<file path="src/hw/fpc_params.svh">
// register map, field positions, limits and fault codes of the counter control block
`ifndef FPC_PARAMS_SVH
`define FPC_PARAMS_SVH

`define FPC_ADDR_W 6
`define FPC_OFS_CTRL 6'h00
`define FPC_OFS_SUBSEL 6'h04
`define FPC_OFS_FAULT 6'h08
`define FPC_OFS_MODE 6'h0c
`define FPC_OFS_HIGH 6'h10
`define FPC_OFS_LOW 6'h14
`define FPC_OFS_OVF 6'h18
`define FPC_OFS_CALLS 6'h1c

`define FPC_CTRL_FN_ON 0
`define FPC_CTRL_AUTOSTART 1
`define FPC_CTRL_COUNT_GATE 2
`define FPC_CTRL_LOAD 3
`define FPC_CTRL_SUB_GATE 4
`define FPC_CTRL_FAULT 5
`define FPC_CTRL_RUN 6
`define FPC_CTRL_COUNTING 7

`define FPC_FILE_MIN 16'h0003
`define FPC_FILE_MAX 16'h00ff
`define FPC_MODE_MAX 16'h0007
`define FPC_MODE_SPLIT 16'h0002

`define FPC_ERR_NONE 16'h0000
`define FPC_ERR_FILE 16'h0001
`define FPC_ERR_MODE 16'h0002
`define FPC_ERR_HIGH 16'h0003
`define FPC_ERR_OVF 16'h0004

`endif

</file>
<file path="src/hw/fpc_pkg.sv">
// shared types of the counter control block
package fpc_pkg;
    typedef logic [15:0] fpc_word_t;
    typedef struct packed {
        logic unf;
        logic ovf;
        logic hi;
        logic lo;
    } fpc_cause_t;
    typedef enum logic [0:0] {BUS_IDLE, BUS_ACK} fpc_bus_state_t;
endpackage

</file>
<file path="src/hw/fpc_cfg_if.sv">
// configuration candidate and its fault verdict between control and checker
`timescale 1ns/10ps
`default_nettype none
interface fpc_cfg_if #(parameter int CNT_W = 32);
    import fpc_pkg::*;
    fpc_word_t selector;
    logic file_present;
    fpc_word_t mode;
    logic signed [CNT_W-1:0] high;
    logic signed [CNT_W-1:0] low;
    logic signed [CNT_W-1:0] ovf;
    fpc_word_t fault;
    modport ctl (output selector, file_present, mode, high, low, ovf, input fault);
    modport chk (input selector, file_present, mode, high, low, ovf, output fault);
endinterface
`default_nettype wire

</file>
<file path="src/hw/fpc_cfg_check.sv">
// configuration checker: returns the fault code for a candidate setting
`timescale 1ns/10ps
`default_nettype none
`include "fpc_params.svh"
module fpc_cfg_check #(
    parameter int CNT_W = 32
) (
    fpc_cfg_if.chk cfg
);
    import fpc_pkg::*;

    initial begin
        if (CNT_W < 2 || CNT_W > 32) begin
            $error("fpc_cfg_check: CNT_W out of range");
        end
    end

    function automatic logic in_range(input fpc_word_t v, input fpc_word_t lo, input fpc_word_t hi);
        in_range = (v >= lo) && (v <= hi);
    endfunction

    // first failing check wins, in fault code order
    always_comb begin
        if (!cfg.file_present || !in_range(cfg.selector, `FPC_FILE_MIN, `FPC_FILE_MAX)) begin
            cfg.fault = `FPC_ERR_FILE;
        end else if (!in_range(cfg.mode, 16'h0000, `FPC_MODE_MAX)) begin
            cfg.fault = `FPC_ERR_MODE;
        end else if (cfg.mode < `FPC_MODE_SPLIT && cfg.high <= 0) begin
            cfg.fault = `FPC_ERR_HIGH;
        end else if (cfg.mode >= `FPC_MODE_SPLIT && cfg.high <= cfg.low) begin
            cfg.fault = `FPC_ERR_HIGH;
        end else if (cfg.high > cfg.ovf) begin
            cfg.fault = `FPC_ERR_OVF;
        end else begin
            cfg.fault = `FPC_ERR_NONE;
        end
    end
endmodule // fpc_cfg_check
`default_nettype wire

</file>
<file path="src/hw/fpc_sub_dispatch.sv">
// subroutine call dispatcher: turns counter events into one call request
`timescale 1ns/10ps
`default_nettype none
module fpc_sub_dispatch (
    input wire logic core_clk_in,
    input wire logic rst_in,
    input wire fpc_pkg::fpc_cause_t cause_in,
    input wire logic allow_in,
    input wire fpc_pkg::fpc_word_t file_in,
    output logic call_req_out,
    output fpc_pkg::fpc_word_t call_file_out,
    output fpc_pkg::fpc_cause_t call_cause_out
);
    import fpc_pkg::*;

    logic hit;

    assign hit = |cause_in;

    always_ff @(posedge core_clk_in or posedge rst_in) begin
        if (rst_in) begin
            call_req_out <= 1'b0;
        end else begin
            call_req_out <= hit && allow_in;
        end
    end

    always_ff @(posedge core_clk_in or posedge rst_in) begin
        if (rst_in) begin
            call_file_out <= 16'h0000;
            call_cause_out <= '0;
        end else if (hit && allow_in) begin
            call_file_out <= file_in;
            call_cause_out <= cause_in;
        end
    end
endmodule // fpc_sub_dispatch
`default_nettype wire

</file>
<file path="src/hw/fpc_ctrl_status.sv">
// control and status registers of the fast pulse counter
// How it works
// - preset or limit event calls the subroutine named by the selector
// - selector valid only for an existing file 3 to 255
// - fault code 1 for a bad file, code 2 for a bad mode
// - modes 0 and 1: fault code 3 when high preset not positive
// - modes 2 to 7: fault code 3 when high not above low
// - any mode: fault code 4 when high preset exceeds overflow limit
// - fault-present flag is read-only and follows any configuration fault
// - function-on bit gates counter subroutine calls
// - function-on is writable and set by hardware on auto start
// - auto start starts the function on every run or test entry
// - auto start comes from stored configuration, read-only to software
// - auto start alone never enables counting; count gate also needed
// - counting only while count gate is 1; gate restored from the backup store after reset
// - clearing count gate freezes the count; setting resumes from it
// - count gate written by software and kept over power cycles
// - rising edge of load-settings checks, loads, then uses new settings
// - load-settings kept over power cycles; toggling it stops counting only when the new settings are faulty
// - subroutine gate covers low, high, overflow and underflow events
// - subroutine gate at 0 means no automatic subroutine call
`timescale 1ns/10ps
`default_nettype none
`include "fpc_params.svh"
module fpc_ctrl_status #(
    parameter int CNT_W = 32
) (
    input wire logic core_clk_in,
    input wire logic rst_in,
    input wire logic [`FPC_ADDR_W-1:0] avs_address_in,
    input wire logic avs_read_in,
    input wire logic avs_write_in,
    input wire logic [31:0] avs_writedata_in,
    input wire logic [3:0] avs_byteenable_in,
    output logic [31:0] avs_readdata_out,
    output logic avs_waitrequest_out,
    input wire logic run_mode_in,
    input wire fpc_pkg::fpc_word_t cfg_selector_in,
    input wire logic cfg_file_present_in,
    input wire logic cfg_autostart_in,
    input wire fpc_pkg::fpc_word_t cfg_mode_in,
    input wire logic signed [CNT_W-1:0] cfg_high_in,
    input wire logic signed [CNT_W-1:0] cfg_low_in,
    input wire logic signed [CNT_W-1:0] cfg_ovf_in,
    input wire logic ret_count_gate_in,
    input wire logic ret_load_settings_in,
    input wire logic lo_preset_hit_in,
    input wire logic hi_preset_hit_in,
    input wire logic ovf_pass_in,
    input wire logic unf_pass_in,
    output logic count_enable_out,
    output logic function_on_out,
    output logic count_gate_out,
    output logic load_settings_out,
    output logic fault_present_out,
    output fpc_pkg::fpc_word_t fault_code_out,
    output fpc_pkg::fpc_word_t act_mode_out,
    output logic signed [CNT_W-1:0] act_high_out,
    output logic signed [CNT_W-1:0] act_low_out,
    output logic signed [CNT_W-1:0] act_ovf_out,
    output logic settings_loaded_out,
    output logic call_req_out,
    output fpc_pkg::fpc_word_t call_file_out,
    output fpc_pkg::fpc_cause_t call_cause_out
);
    import fpc_pkg::*;

    initial begin
        if (CNT_W < 2 || CNT_W > 32) begin
            $error("fpc_ctrl_status: CNT_W out of range");
        end
    end

    // sign-extend a counter value to the bus width
    function automatic logic [31:0] widen(input logic signed [CNT_W-1:0] v);
        widen = 32'(signed'(v));
    endfunction

    fpc_bus_state_t bus_q;
    logic [31:0] rd_q;
    logic [31:0] rd_d;
    logic acc_wr;
    logic wr_ctrl;

    logic init_done_q;
    logic run_q;
    logic run_rise;
    logic function_on_q;
    logic count_gate_q;
    logic load_settings_q;
    logic load_prev_q;
    logic load_rise;
    logic sub_gate_q;
    logic autostart_q;

    fpc_word_t fault_q;
    fpc_word_t selector_q;
    fpc_word_t mode_q;
    logic signed [CNT_W-1:0] high_q;
    logic signed [CNT_W-1:0] low_q;
    logic signed [CNT_W-1:0] ovf_q;
    logic loaded_q;
    fpc_word_t calls_q;

    fpc_cause_t cause;
    logic call_allow;

    fpc_cfg_if #(.CNT_W(CNT_W)) cfg ();

    // ---- avalon slave: one wait cycle, then answer ----
    always_ff @(posedge core_clk_in or posedge rst_in) begin
        if (rst_in) begin
            bus_q <= BUS_IDLE;
        end else begin
            unique case (bus_q)
                BUS_IDLE: begin
                    if (avs_read_in || avs_write_in) begin
                        bus_q <= BUS_ACK;
                    end
                end
                BUS_ACK: begin
                    bus_q <= BUS_IDLE;
                end
            endcase
        end
    end

    assign avs_waitrequest_out = (avs_read_in || avs_write_in) && (bus_q != BUS_ACK);
    assign acc_wr = avs_write_in && (bus_q == BUS_ACK);
    assign wr_ctrl = acc_wr && (avs_address_in == `FPC_OFS_CTRL) && avs_byteenable_in[0];

    always_comb begin
        rd_d = 32'h0000_0000;
        unique case (avs_address_in)
            `FPC_OFS_CTRL: begin
                rd_d[`FPC_CTRL_FN_ON] = function_on_q;
                rd_d[`FPC_CTRL_AUTOSTART] = autostart_q;
                rd_d[`FPC_CTRL_COUNT_GATE] = count_gate_q;
                rd_d[`FPC_CTRL_LOAD] = load_settings_q;
                rd_d[`FPC_CTRL_SUB_GATE] = sub_gate_q;
                rd_d[`FPC_CTRL_FAULT] = fault_present_out;
                rd_d[`FPC_CTRL_RUN] = run_q;
                rd_d[`FPC_CTRL_COUNTING] = count_enable_out;
            end
            `FPC_OFS_SUBSEL: rd_d = {16'h0000, selector_q};
            `FPC_OFS_FAULT: rd_d = {16'h0000, fault_q};
            `FPC_OFS_MODE: rd_d = {16'h0000, mode_q};
            `FPC_OFS_HIGH: rd_d = widen(high_q);
            `FPC_OFS_LOW: rd_d = widen(low_q);
            `FPC_OFS_OVF: rd_d = widen(ovf_q);
            `FPC_OFS_CALLS: rd_d = {16'h0000, calls_q};
            default: rd_d = 32'h0000_0000;
        endcase
    end

    // read data captured in the wait cycle, stands in the answer cycle
    always_ff @(posedge core_clk_in or posedge rst_in) begin
        if (rst_in) begin
            rd_q <= 32'h0000_0000;
        end else if (avs_read_in && bus_q == BUS_IDLE) begin
            rd_q <= rd_d;
        end
    end

    assign avs_readdata_out = rd_q;

    // ---- retained bits come back from the backup store after reset ----
    always_ff @(posedge core_clk_in or posedge rst_in) begin
        if (rst_in) begin
            init_done_q <= 1'b0;
        end else begin
            init_done_q <= 1'b1;
        end
    end

    // ---- run or test mode entry ----
    // run entry waits one edge after reset so auto start sees its stored setting
    always_ff @(posedge core_clk_in or posedge rst_in) begin
        if (rst_in) begin
            run_q <= 1'b0;
        end else if (init_done_q) begin
            run_q <= run_mode_in;
        end
    end

    assign run_rise = run_mode_in && !run_q;

    // auto start is held from stored configuration only, never from the bus
    always_ff @(posedge core_clk_in or posedge rst_in) begin
        if (rst_in) begin
            autostart_q <= 1'b0;
        end else begin
            autostart_q <= cfg_autostart_in;
        end
    end

    // hardware set from auto start wins over a software clear
    always_ff @(posedge core_clk_in or posedge rst_in) begin
        if (rst_in) begin
            function_on_q <= 1'b0;
        end else if (run_rise && autostart_q) begin
            function_on_q <= 1'b1;
        end else if (wr_ctrl) begin
            function_on_q <= avs_writedata_in[`FPC_CTRL_FN_ON];
        end
    end

    always_ff @(posedge core_clk_in or posedge rst_in) begin
        if (rst_in) begin
            count_gate_q <= 1'b0;
        end else if (!init_done_q) begin
            count_gate_q <= ret_count_gate_in;
        end else if (wr_ctrl) begin
            count_gate_q <= avs_writedata_in[`FPC_CTRL_COUNT_GATE];
        end
    end

    always_ff @(posedge core_clk_in or posedge rst_in) begin
        if (rst_in) begin
            load_settings_q <= 1'b0;
        end else if (!init_done_q) begin
            load_settings_q <= ret_load_settings_in;
        end else if (wr_ctrl) begin
            load_settings_q <= avs_writedata_in[`FPC_CTRL_LOAD];
        end
    end

    // the restored level seeds the edge detector, so power-up is no edge
    always_ff @(posedge core_clk_in or posedge rst_in) begin
        if (rst_in) begin
            load_prev_q <= 1'b0;
        end else if (!init_done_q) begin
            load_prev_q <= ret_load_settings_in;
        end else begin
            load_prev_q <= load_settings_q;
        end
    end

    assign load_rise = init_done_q && load_settings_q && !load_prev_q;

    always_ff @(posedge core_clk_in or posedge rst_in) begin
        if (rst_in) begin
            sub_gate_q <= 1'b0;
        end else if (wr_ctrl) begin
            sub_gate_q <= avs_writedata_in[`FPC_CTRL_SUB_GATE];
        end
    end

    // ---- check and load of the stored configuration ----
    assign cfg.selector = cfg_selector_in;
    assign cfg.file_present = cfg_file_present_in;
    assign cfg.mode = cfg_mode_in;
    assign cfg.high = cfg_high_in;
    assign cfg.low = cfg_low_in;
    assign cfg.ovf = cfg_ovf_in;

    fpc_cfg_check #(
        .CNT_W(CNT_W)
    ) u_check (
        .cfg(cfg.chk)
    );

    // verdict is always recorded; a faulty set leaves the old settings active
    always_ff @(posedge core_clk_in or posedge rst_in) begin
        if (rst_in) begin
            fault_q <= `FPC_ERR_NONE;
        end else if (load_rise) begin
            fault_q <= cfg.fault;
        end
    end

    always_ff @(posedge core_clk_in or posedge rst_in) begin
        if (rst_in) begin
            selector_q <= 16'h0000;
            mode_q <= 16'h0000;
            high_q <= '0;
            low_q <= '0;
            ovf_q <= '0;
        end else if (load_rise && cfg.fault == `FPC_ERR_NONE) begin
            selector_q <= cfg_selector_in;
            mode_q <= cfg_mode_in;
            high_q <= cfg_high_in;
            low_q <= cfg_low_in;
            ovf_q <= cfg_ovf_in;
        end
    end

    always_ff @(posedge core_clk_in or posedge rst_in) begin
        if (rst_in) begin
            loaded_q <= 1'b0;
        end else begin
            loaded_q <= load_rise && cfg.fault == `FPC_ERR_NONE;
        end
    end

    assign fault_present_out = fault_q != `FPC_ERR_NONE;
    assign fault_code_out = fault_q;
    assign act_mode_out = mode_q;
    assign act_high_out = high_q;
    assign act_low_out = low_q;
    assign act_ovf_out = ovf_q;
    assign settings_loaded_out = loaded_q;

    // counting depends on the load bit only through the fault verdict at its edge, so a clean load loses no counts
    assign count_enable_out = run_q && function_on_q && count_gate_q
        && !fault_present_out;
    assign function_on_out = function_on_q;
    assign count_gate_out = count_gate_q;
    assign load_settings_out = load_settings_q;

    // ---- subroutine calls ----
    assign cause.lo = lo_preset_hit_in;
    assign cause.hi = hi_preset_hit_in;
    assign cause.ovf = ovf_pass_in;
    assign cause.unf = unf_pass_in;
    assign call_allow = function_on_q && sub_gate_q && run_q
        && !fault_present_out;

    fpc_sub_dispatch u_dispatch (
        .core_clk_in(core_clk_in),
        .rst_in(rst_in),
        .cause_in(cause),
        .allow_in(call_allow),
        .file_in(selector_q),
        .call_req_out(call_req_out),
        .call_file_out(call_file_out),
        .call_cause_out(call_cause_out)
    );

    // wrapping count of issued calls, for software diagnostics
    always_ff @(posedge core_clk_in or posedge rst_in) begin
        if (rst_in) begin
            calls_q <= 16'h0000;
        end else if (call_req_out) begin
            calls_q <= calls_q + 16'h0001;
        end
    end
endmodule // fpc_ctrl_status
`default_nettype wire

</file>
<file path="config.mk">
export PLATFORM = sky130hd
export DESIGN_NAME = fpc_ctrl_status
export DESIGN_NICKNAME = d
export VERILOG_FILES = /design/src/hw/fpc_pkg.sv /design/src/hw/fpc_cfg_if.sv /design/src/hw/fpc_cfg_check.sv /design/src/hw/fpc_sub_dispatch.sv /design/src/hw/fpc_ctrl_status.sv
export VERILOG_INCLUDE_DIRS = /design/src /design/src/hw
export SDC_FILE = /design/constraint.sdc
export NUM_CORES = 1
export LEC_CHECK = 0
export BUFFER_PORTS_ARGS = -buffer_cell sky130_fd_sc_hd__buf_2
export CORE_UTILIZATION = 46
export CTS_BUF_LIST = sky130_fd_sc_hd__clkbuf_16
export DETAILED_ROUTE_END_ITERATION = 16
export GPL_TIMING_DRIVEN = 0
export HOLD_SLACK_MARGIN = 0.05
export PLACE_DENSITY = 0.77
export RECOVER_POWER = 100
export SYNTH_ARGS = -nofsm -noshare
export SYNTH_HDL_FRONTEND = slang
export SYNTH_SLANG_ARGS = --single-unit
</file>
<file path="constraint.sdc">
create_clock -name core_clk_in -period 5.6 [get_ports core_clk_in]
set_clock_uncertainty 0.1 [all_clocks]
set_input_delay 0.28 -clock core_clk_in [delete_from_list [all_inputs] [get_ports core_clk_in]]
set_output_delay 0.28 -clock core_clk_in [all_outputs]
set_load 0.1 [all_outputs]
</file>
# After elaboration in Yosys (flattened, before gate mapping)
# Index checks and enable logic that the tools add are counted.
[totals]
output_inout_bits = 188
word_cells = 92
reg_bits = 223
[op_classes]
add_sub_neg = 1
bitwise = 1
n_mux = 16
magnitude_cmp = 9
n_reduce_logical = 33
n_eq_ne = 8
[op_table]
columns = ["op", "n"]
rows = [
  ["$pmux W24 S7", 1],
  ["$mux W16", 4],
  ["$pmux W8 S8", 1],
  ["$ge A16 B2 Y1 const B", 2],
  ["$gt A32 B32 Y1", 1],
  ["$le A32 B1 Y1 const B", 1],
  ["$le A32 B32 Y1", 1],
  ["$eq A6 B5 Y1 const B", 4],
  ["$logic_and A1 B1 Y1", 21],
  ["$add A16 B1 Y16 const B", 1],
  ["$ge A16 B1 Y1 const B", 1],
  ["$le A16 B3 Y1 const B", 1],
  ["$le A16 B8 Y1 const B", 1],
  ["$logic_not A16 Y1", 1],
  ["$lt A16 B2 Y1 const B", 1],
  ["$reduce_bool A16 Y1", 1],
  ["$eq A6 B4 Y1 const B", 2],
  ["$mux W1", 8],
  ["$eq A6 B3 Y1 const B", 1],
  ["$logic_not A6 Y1", 1],
  ["$logic_not A1 Y1", 5],
  ["$reduce_or A4 Y1", 1],
  ["$mux W3", 1],
  ["$logic_or A1 B1 Y1", 2],
  ["4 further kinds", 4],
]

# Longest topological paths before layout
# Gate-level depths: netlist of run 1.
[logic_depth]
ltp_word = 8
ltp_mapped = 12
mapped_depth_nobuf = 9

# By module
# A second synthesis of run 1 with hierarchy kept.
[unflattened]
hier_cells = 1018
area_unflattened_um2 = 11863.9
[by_module_without_submodules]
columns = ["mod", "n_inst", "seq_area_each_um2", "area_per_inst_um2", "cells_each"]
rows = [
  ["fpc_ctrl_status", 1, 5054.8, 9152.5, 704],
  ["fpc_cfg_check", 1, 0.0, 1906.8, 268],
  ["fpc_sub_dispatch", 1, 525.5, 804.5, 46],
]

# Worst setup path after synthesis of run 1
# OpenSTA, ideal clock, no wires.
[synth_timing]
path_type = "register to register"
start = "register fault_q[0] (netlist: fault_code_out[0])"
end = "register rd_q[7] (netlist: avs_readdata_out[7])"
period_less_slack_ns = 3.247
setup_time_ns = 0.084
stages_incl_launch_ff = 7
required_ns = 5.416
arrival_ns = 3.063
slack_ns = 2.353
path_buffers = 0
cell_sequence = "dfrtp_1 -> nor3_1 -> nand3_1 -> nor2_1 -> a22o_1 -> a221oi_1 -> o21ai_0"
[synth_between]
elab_chain_cells = 4
[synth_lines]
columns = ["element", "line", "text"]
rows = [
  ["start: declaration", "fpc_ctrl_status.sv:96", "fpc_word_t fault_q;"],
  ["start signal: assignment", "fpc_ctrl_status.sv:266", "fault_q <= `FPC_ERR_NONE;"],
  ["start signal: assignment", "fpc_ctrl_status.sv:268", "fault_q <= cfg.fault;"],
  ["$reduce_bool A16 Y1 (no line)", "-", ""],
  ["$logic_not A1 Y1", "fpc_ctrl_status.sv:306", "&& !fault_present_out;"],
  ["$logic_and A1 B1 Y1", "fpc_ctrl_status.sv:306", ""],
  ["named net count_enable_out", "fpc_ctrl_status.sv:51", "output logic count_enable_out,"],
  ["$pmux W8 S8", "fpc_ctrl_status.sv:134", "unique case (avs_address_in)"],
  ["end signal: assignment", "fpc_ctrl_status.sv:161", "rd_q <= rd_d;"],
  ["end: declaration", "fpc_ctrl_status.sv:80", "logic [31:0] rd_q;"],
]
# The timed path passes the listed nets, and every way through them passes these cells.
# A chain may end at the register's enable or synchronous reset.

# Final worst setup path of run 1
[layout_timing]
start = "input cfg_high_in[15]"
end = "register low_q[2] (netlist: act_low_out[2])"
[layout_between]
elab_chain_cells = 8
word_cells_on_any_way = 12
[layout_lines]
columns = ["element", "line", "text"]
rows = [
  ["start: declaration", "fpc_ctrl_status.sv:42", "input wire logic signed [CNT_W-1:0] cfg_high_in,"],
  ["$gt A32 B32 Y1 / $le A32 B32 Y1 (equally long branches)", "fpc_cfg_check.sv:32, fpc_cfg_check.sv:30", ""],
  ["$mux W3 / $logic_and A1 B1 Y1 (equally long branches)", "fpc_cfg_check.sv:32, fpc_cfg_check.sv:30", ""],
  ["$mux W16", "fpc_cfg_check.sv:30", "end else if (cfg.mode >= `FPC_MODE_SPLIT && cfg.high <= cfg.low) begin"],
  ["$mux W16 *", "fpc_cfg_check.sv:28", "end else if (cfg.mode < `FPC_MODE_SPLIT && cfg.high <= 0) begin"],
  ["$mux W16 *", "fpc_cfg_check.sv:26", "end else if (!in_range(cfg.mode, 16'h0000, `FPC_MODE_MAX)) begin"],
  ["$mux W16 *", "fpc_cfg_check.sv:24", "if (!cfg.file_present || !in_range(cfg.selector, `FPC_FILE_MIN, `FPC_FILE_MAX)) begin"],
  ["$logic_not A16 Y1 (no line) *", "-", ""],
  ["$logic_and A1 B1 Y1 (no line) *", "-", ""],
  ["end signal: assignment", "fpc_ctrl_status.sv:283", "low_q <= cfg_low_in;"],
  ["end: declaration", "fpc_ctrl_status.sv:100", "logic signed [CNT_W-1:0] low_q;"],
]
# Every way passes the cells marked *; elsewhere a longest branch is shown, timed or not.

==> reports/results.tsv, run 1 <==
stage	metric	value	unit
synthesis	Syn Area/Cell	11.43	µm²
floorplanning	Die ar.	24210	µm²
clocking	Worst-path clk slew	0.06	ns
sta	relative slew slack	-0.6161	
synthesis	Yosys reg bits	210	
setup_path	CP Cell Sequence	dlygate4sd3_1, buf_2, ha_1, nand4_1, or4_1, o2111a_1, and2_0, a2bb2o_1, a2111oi_4, clkbuf_1, buf_6, mux2_1	
clocking	clock buffer depth	3	
worst_hold_path	worst min path class	input port to flip-flop	
cells_and_area	P&R area growth vs syn	36.11	%
clocking	clk sinks	210	
synthesis	Simple-Gate Fraction of Synth Area	0.09385	
clocking	cts repair resizes	0	
global_route	pin count of the biggest net entering global routing	43	
synthesis	adder-cell share of the synthesized area	0.07495	
setup_path	maximum fanout along the worst path	10	
synthesis	largest family of logic cells by synthesized area	multiplexers	
sta	final setup vio count	0	
setup_path	reg2reg end	act_low_out[2]	
pwr	register share of total power	0.427	
clocking	Root Buffer	clkbuf_16	
sta	worst hold slack	0.09981	ns
routing	ANT nets after route	0	
routing	residual DRC count	0	
synthesis	Synth cell types	54	
setup_path	crit path to	act_low_out[2]	
setup_path	CP Data Required Time	5.90	ns
run_status	failing checks	max-capacitance violations, max-slew violations	
pwr	clock power share	0.435	
global_route	vias in the first global route	10320	
sta	Final Critical Period	4.557	ns
synthesis	multiplexer share of the synthesized area	0.1552	
synthesis	cell count after synthesis	949	
synthesis	Synth area leader	dfrtp_1	
clocking	TritonCTS clock tree	done	
global_route	initial antenna violation count	2	
placed_design	Routability Congestion	0.9155	
sta	Max Fclk	219.5	MHz
setup_path	RR Startpoint	init_done_q	
setup_path	Worst setup EP type	flip-flop	
sta	Fin. Hold Viols	0	
synthesis	Synth area leaders	dfrtp_1 (48%), mux2_1 (11%), ha_1 (7.5%)	
clocking	H-tree depth	1	
cells_and_area	area of the multi-input gates	5012	µm²
setup_path	CP startpoint	cfg_high_in[15]	
synthesis	Post-synth EDFFs	0	
routing	drt initial violations	777	
sta	actual slew at the worst max-slew pin	2.424	ns
pwr	Sw Pwr	0.0009589	W
placed_design	number of port buffers	324	
synthesis	main flop type after synthesis	dfrtp_1	
run_status	status	finished, violations left	
sta	setup_tns	0	ns
routing	post-DR vias/cell	5.785	
synthesis	Synth top area share	0.4843	
setup_path	crit path launch type	input port	
pwr	PwrDens	243.5	nW/µm²
synthesis	Syn Std Cell Area	10850	µm²
synthesis	Post-Synth XOR/XNOR Area	0.01211	
routing	via count	10240	
floorplanning	Initial Util	0.4735	
cells_and_area	Fill cells	1854	
pwr	combinational share of power	0.138	
routing	DR WL/cell	22.06	µm
pwr	switch share	0.2666	
synthesis	synth warn	0	
setup_path	slowest CP cell	clkbuf_1	
synthesis	most frequent cells after synthesis	dfrtp_1 (210), mux2_1 (107), inv_1 (72)	
cells_and_area	FF/Latch Area	5255	µm²
synthesis	post-synthesis async set-or-reset flop share	1.000	
synthesis	sequential area share after synthesis	0.4843	
floorplanning	core area	22920	µm²
routing	Total Routed Length	39040	µm
pwr	Static Leakage	7.395	nW
setup_path	WP data arrival	4.86	ns
synthesis	Compound-Gate Fraction of Synth Area	0.1219	
floorplanning	chip width	155.6	µm
pwr	Worst VDD drop	0.0001912	V
sta	Final Max Tran Viols	71	
setup_path	WS Path Type	input port to flip-flop	
global_route	grt ovf	0	
placed_design	Post-DP HPWL	28030	µm
global_route	first-pass GRT wire length	59300	µm
setup_path	reg2reg path depth	8	
clocking	TritonCTS Buffers	23	
sta	RSZ-0062 raised after global routing	false	
routing	1st-pass router iterations	6	
setup_path	largest stage delay on the critical path	0.78	ns
cells_and_area	fraction of layout cells with a size suffix above 1	0.1635	
cells_and_area	final net count	1689	
pwr	P_int	0.002638	W
sta	Final period util	0.8137	
setup_path	setup slack, reg-to-reg	2.41	ns
floorplanning	die height	155.6	µm
floorplanning	IO Count	371	
clocking	insertion delay to the later sink of the worst-skew pair	0.53	ns
synthesis	count leader, synth	dfrtp_1	
floorplanning	num rows	55	
global_route	total global-route track usage	0.3230	
flow_run	Max-cap violations	2	
[state kept, by name, indices dropped and copies added (netlist names), 3 cells and up]
signal and cells:
fault_code_out 3, act_high_out 32, act_low_out 32, selector_q 16, u_dispatch.call_cause_out 4, act_mode_out 16
calls_q 16, act_ovf_out 32, avs_readdata_out 32, u_dispatch.call_file_out 16
[worst min-delay path by stage]
stage	from	endpoint	slack [ns]	cells after the start
floorplan	cfg_autostart_in	autostart_q	0.21	0
detailed placement	cfg_autostart_in	autostart_q	0.30	1
finish	cfg_selector_in[13]	fault_code_out[1]	0.1	6
global placement	cfg_autostart_in	autostart_q	0.30	1
CTS	cfg_selector_in[13]	fault_code_out[1]	0.1	6
global route	cfg_mode_in[10]	settings_loaded_out	0.16	5
[per-stage QoR]
stage / setup WS [ns] / std cells / utilization / total power [W] / area, µm²
finish: 1.043 / 1770 / 0.6446 / 0.003597 / 14770
global route: 0.9186 / 1770 / 0.6446 / 0.003711 / 14770
CTS: 1.704 / 1769 / 0.6564 / 0.003603 / 15040
detailed placement: 1.736 / 1603 / 0.5679 / 0.001984 / 13010
global placement: 1.202 / 1598 / 0.5635 / 0.001968 / 12910
floorplan: 2.353 / 961 / - / 0.001823 / 10900
[power groups by stage]
stage	Clock [W]	Sequential, W	Combinational [W]
2_1_floorplan	0	0.00162	0.000205
5_1_grt	0.00164	0.00154	0.000533
6_report	0.00156	0.00154	0.000496
3_5_place_dp	0	0.00156	0.000420
3_3_place_gp	0	0.00156	0.000403
4_1_cts	0.00158	0.00154	0.000491
[layout by cell type (no fill, tap or decap), types with 4 or more instances in the layout]
master,n
mux2_2,30
nor3_1,15
nand3_1,36
clkinv_1,6
nor2_1,26
nand2_1,31
nor4_1,16
a221oi_1,20
mux2_1,108
mux2i_1,13
ha_1,65
o21ai_0,40
dfrtp_1,210
buf_4,13
o22a_1,4
buf_6,10
bufinv_16,4
and3_1,6
clkbuf_16,23
a22oi_1,25
o22ai_1,6
dlygate4sd3_1,126
a22o_1,30
clkbuf_1,214
a21oi_1,30
xor2_1,8
conb_1,14
a222oi_1,6
nand4_1,23
nor2b_1,23
inv_1,74
xnor2_1,7
buf_2,147
[what timing repair did]
| item | 4_1_cts | 5_1_grt |
|---|---|---|
| buffers inserted | 0 | 0 |
| endpoints found under the hold margin | 147 | 0 |
| hold buffers | 126 | 0 |
[final cells by class]
type                       count  area share
clock inverter                17     0.01296
tap                          313     0.02651
multi-input combinational    621      0.3393
clock buffer                  23     0.03897
inverter                      72     0.01838
buffer                        58     0.02313
sequential                   210      0.3558
timing repair buffer         455      0.1848
antenna                        1   0.0001694
[worst max-delay path, delay by kind of cell]
| family | cells | cell delay (ns) |
|---|---|---|
| AOI/OAI and AO/OA | 3 | 0.93 |
| adders and majority gates | 1 | 0.35 |
| buffers and inverters | 4 | 1.80 |
| muxes | 1 | 0.36 |
| and+or+nand+nor | 3 | 1.12 |
[metal layers]
layer  global-route usage  routed length [µm]  vias to the layer above
li1                     -                   -                     4458
met1               0.4222               15830                     5049
met2               0.5270               18330                      603
met3              0.05000                3045                      130
met4               0.1536                1840                        0
met5                    0                   0                        -
[kinds of logic after synthesis]
| group | count (synthesis) |
|---|---|
| AO/OA/AOI/OAI | 183 |
| XOR/XNOR | 15 |
| adder cells (fa/ha/maj) | 65 |
| buffers and inverters | 130 |
| flip-flops | 210 |
| multiplexers | 151 |
| other | 2 |
| AND/OR/NAND/NOR | 193 |
No activity file was read; power rests on OpenSTA's default activity.
==> inputs of run 2 (changes only) <==
--- a/config.mk
+++ b/config.mk
@@ -6,6 +6,7 @@
 export SDC_FILE = /design/constraint.sdc
 export NUM_CORES = 1
 export LEC_CHECK = 0
+export ABC_AREA = 1
 export BUFFER_PORTS_ARGS = -buffer_cell sky130_fd_sc_hd__buf_2
 export CORE_UTILIZATION = 46
 export CTS_BUF_LIST = sky130_fd_sc_hd__clkbuf_16
==> constraint.sdc (replaced) <==
create_clock -name core_clk_in -period 3.8 [get_ports core_clk_in]
set_clock_uncertainty 0.1 [all_clocks]
set_input_delay 0.19 -clock core_clk_in [delete_from_list [all_inputs] [get_ports core_clk_in]]
set_output_delay 0.19 -clock core_clk_in [all_outputs]
set_load 0.1 [all_outputs]
==> run 2 against run 1 <==
Compared with the run above:
- total power increased by 51%
- clock power grew 49%
- sequential cell count unchanged
- die area grew 3.4%
- highest routed layer unchanged
- via count increased by 22%
- hold slack better by 0.053 ns
- the flow still finishes with violations (max-capacitance violations, max-slew violations)
- cell count rose by 26%
- first-iteration DRC count rose by 70%
==> reports/results.tsv, run 2 <==
stage	metric	value	unit	change
clocking	post-CTS setup buffers	0		unchanged
floorplanning	Initial Util	0.4742		was 0.4735
sta	Final period util	0.8473		
setup_path	reg2reg path depth	11		was 8
sta	final setup vio count	0		unchanged
floorplanning	IO Count	371		unchanged
synthesis	Post-synth EDFFs	0		unchanged
worst_hold_path	hold path start	avs_address_in[5]		was cfg_selector_in[13]
floorplanning	Die ar.	25040	µm²	was 24210 µm²
routing	post-DR vias/cell	5.597		was 5.785
synthesis	count leader, synth	nand2_1		was dfrtp_1
routing	DR WL/cell	19.81	µm	was 22.06 µm
clocking	clock buffer depth	3		unchanged
sta	Final Critical Period	3.220	ns	
cells_and_area	P&R area growth vs syn	35.35	%	was 36.11%
clocking	H-tree depth	1		unchanged
worst_hold_path	Hold Crit Depth	6		unchanged
global_route	initial antenna violation count	1		was 2
placed_design	Routability Congestion	0.9383		was 0.9155
routing	residual DRC count	0		unchanged
global_route	pin count of the biggest net entering global routing	45		was 43
pwr	combinational share of power	0.154		was 0.138
synthesis	sequential area share after synthesis	0.4679		was 0.4843
setup_path	CP Data Required Time	4.15	ns	was 5.90 ns
pwr	PwrDens	356.7	nW/µm²	was 243.5 nW/µm²
floorplanning	chip width	158.3	µm	was 155.6 µm
synthesis	most frequent cells after synthesis	nand2_1 (464), dfrtp_1 (210), inv_1 (144)		was dfrtp_1 (210), mux2_1 (107), inv_1 (72)
cells_and_area	fraction of layout cells with a size suffix above 1	0.1135		was 0.1635
sta	relative slew slack	-0.01440		was -0.6161
synthesis	cell count after synthesis	1398		was 949
cells_and_area	commonest non-fill, non-tap cell in the layout	nand2_1		was clkbuf_1
placed_design	placed cells	2060		was 1603
routing	Total Routed Length	44250	µm	was 39040 µm
sta	Max Fclk	310.6	MHz	
sta	setup_tns	0	ns	unchanged
setup_path	RR Startpoint	init_done_q		unchanged
placed_design	placed cell area	13410	µm²	was 13010 µm²
pwr	register share of total power	0.418		was 0.427
synthesis	Syn Area/Cell	8.033	µm²	was 11.43 µm²
floorplanning	core area	23680	µm²	was 22920 µm²
clocking	Root Buffer	clkbuf_16		unchanged
setup_path	crit path launch type	input port		unchanged
clocking	cts repair resizes	0		unchanged
setup_path	Worst setup EP type	flip-flop		unchanged
pwr	Static Leakage	8.065	nW	was 7.395 nW
run_status	status	finished, violations left		unchanged
pwr	clock power share	0.427		was 0.435
pwr	Sw Pwr	0.001548	W	was 0.0009589 W
setup_path	maximum fanout along the worst path	10		unchanged
worst_hold_path	worst min path class	input port to flip-flop		unchanged
floorplanning	die height	158.3	µm	was 155.6 µm
clocking	TritonCTS clock tree	done		unchanged
routing	drt initial violations	1321		was 777
synthesis	Syn Std Cell Area	11230	µm²	was 10850 µm²
synthesis	post-synthesis async set-or-reset flop share	1.000		unchanged
synthesis	synth warn	0		unchanged
routing	1st-pass router iterations	5		was 6
global_route	vias in the first global route	12000		was 10320
routing	via count	12500		was 10240
clocking	clk sinks	210		unchanged
floorplanning	num rows	56		was 55
synthesis	Yosys reg bits	210		unchanged
clocking	insertion delay to the later sink of the worst-skew pair	0.53	ns	about the same
clocking	Worst-path clk slew	0.06	ns	about the same
sta	Fin. Hold Viols	0		unchanged
synthesis	Synth area leaders	dfrtp_1 (47%), nand2_1 (16%), ha_1 (7.2%)		was dfrtp_1 (48%), mux2_1 (11%), ha_1 (7.5%)
global_route	total global-route track usage	0.3492		was 0.3230
synthesis	main flop type after synthesis	dfrtp_1		unchanged
setup_path	reg2reg end	act_ovf_out[26]		was act_low_out[2]
sta	RSZ-0062 raised after global routing	false		unchanged
flow_run	Max-cap violations	2		unchanged
run_status	failing checks	max-capacitance violations, max-slew violations		unchanged
global_route	first-pass GRT wire length	65690	µm	was 59300 µm
synthesis	Synth cell types	41		was 54
synthesis	Synth top area share	0.4679		was 0.4843
synthesis	Synth area leader	dfrtp_1		unchanged
pwr	Worst VDD drop	0.0002565	V	was 0.0001912 V
cells_and_area	final net count	2142		was 1689
setup_path	setup slack, reg-to-reg	0.78	ns	was 2.41 ns
sta	Final Max Tran Viols	28		was 71
global_route	grt ovf	0		unchanged
sta	actual slew at the worst max-slew pin	1.522	ns	was 2.424 ns
pwr	P_int	0.003874	W	was 0.002638 W
clocking	TritonCTS Buffers	24		was 23
pwr	switch share	0.2855		was 0.2666
worst_hold_path	end of the worst hold path	avs_readdata_out[2]		was fault_code_out[1]
setup_path	WS Path Type	input port to flip-flop		unchanged
cells_and_area	Final Non-Filler Cells	2234		was 1770
setup_path	WP data arrival	3.57	ns	was 4.86 ns
cells_and_area	commonest non-fill, non-tap cells in the layout	nand2_1 (464), clkbuf_1 (234), dfrtp_1 (210), buf_2 (158), inv_1 (147)		was clkbuf_1 (214), dfrtp_1 (210), buf_2 (147), dlygate4sd3_1 (126), mux2_1 (108)
routing	ANT nets after route	0		unchanged
cells_and_area	Design Area, Final	15200	µm²	was 14770 µm²
placed_design	Post-DP HPWL	31570	µm	was 28030 µm
placed_design	number of port buffers	326		was 324
run 2: metal layers:
layer / part of all wire / track usage
met4: 0.057 / 0.1882
met1: 0.39 / 0.4426
met2: 0.46 / 0.5645
met5: 0 / 0
met3: 0.090 / 0.06668
run 2: power by group through the flow:
stage | sequential (W) | clock (W) | combinational, W
2_1_floorplan | 0.00240 | 0 | 0.000353
3_3_place_gp | 0.00231 | 0 | 0.000686
3_5_place_dp | 0.00231 | 0 | 0.000716
4_1_cts | 0.00227 | 0.00232 | 0.000822
5_1_grt | 0.00227 | 0.00241 | 0.000897
6_report | 0.00227 | 0.00232 | 0.000837
run 2: worst max-delay path by stage:
stage,startpoint,endpoint,slack [ns],cells after the start
2_1_floorplan,fault_code_out[0],avs_readdata_out[7],0.18,7
3_3_place_gp,rst_in,act_low_out[20],-0.51,2
3_5_place_dp,cfg_low_in[31],act_ovf_out[29],0.81,16
4_1_cts,cfg_high_in[31],act_ovf_out[26],0.79,16
5_1_grt,cfg_high_in[31],act_low_out[7],0.33,16
6_report,cfg_high_in[31],act_low_out[7],0.58,16
run 2: logic make-up (layout without fill, tap and decap cells):
| group | count (synthesis) | count (layout) | share of synthesized area |
|---|---|---|---|
| flip-flops | 210 | 210 | 0.4679 |
| AND/OR/NAND/NOR | 746 | 746 | 0.2910 |
| XOR/XNOR | 14 | 14 | 0.01092 |
| adder cells (fa/ha/maj) | 65 | 65 | 0.07242 |
| other | 2 | 17 | 0.0006687 |
| AO/OA/AOI/OAI | 131 | 131 | 0.07097 |
| buffers and inverters | 230 | 732 | 0.08612 |
run 2: layout make-up:
type	count	area, µm²
timing repair buffer	458	2760
tap	319	399.1
clock buffer	24	600.6
fill	2131	8482
sequential	210	5255
clock inverter	20	171.4
antenna	3	7.507
multi-input combinational	970	5047
inverter	147	553.0
buffer	83	406.6
run 2: timing repair:
item / 4_1_cts / 5_1_grt
hold buffers: 127 / 0
endpoints found under the setup margin: 0 / 0
endpoints found under the hold margin: 143 / 0
run 2: worst max-delay path, stage by stage:
cell           delay (ns)
dlygate4sd3_1        0.55
clkbuf_1             0.16
ha_1                 0.36
nand2_1              0.09
nor2_1               0.16
nand2_1              0.09
nor4_1               0.41
nand2_1              0.14
nand2_1              0.08
nand2_1              0.05
nand3_1              0.10
nand2_2              0.24
nand3_4              0.29
clkbuf_1             0.45
nand2_1              0.11
nand2_1              0.09
run 2: metrics by stage:
step	total power [W]	util	hold slack, ns	setup WS, ns
after floorplan	0.002755	-	0.1214	0.1750
after global placement	0.002993	0.5620	0.1993	-0.5150
after detailed placement	0.003022	0.5663	0.1998	0.8104
after CTS	0.005409	0.6525	0.1190	0.7931
after global routing	0.005571	0.6416	0.2031	0.3296
final	0.005422	0.6419	0.1524	0.5801
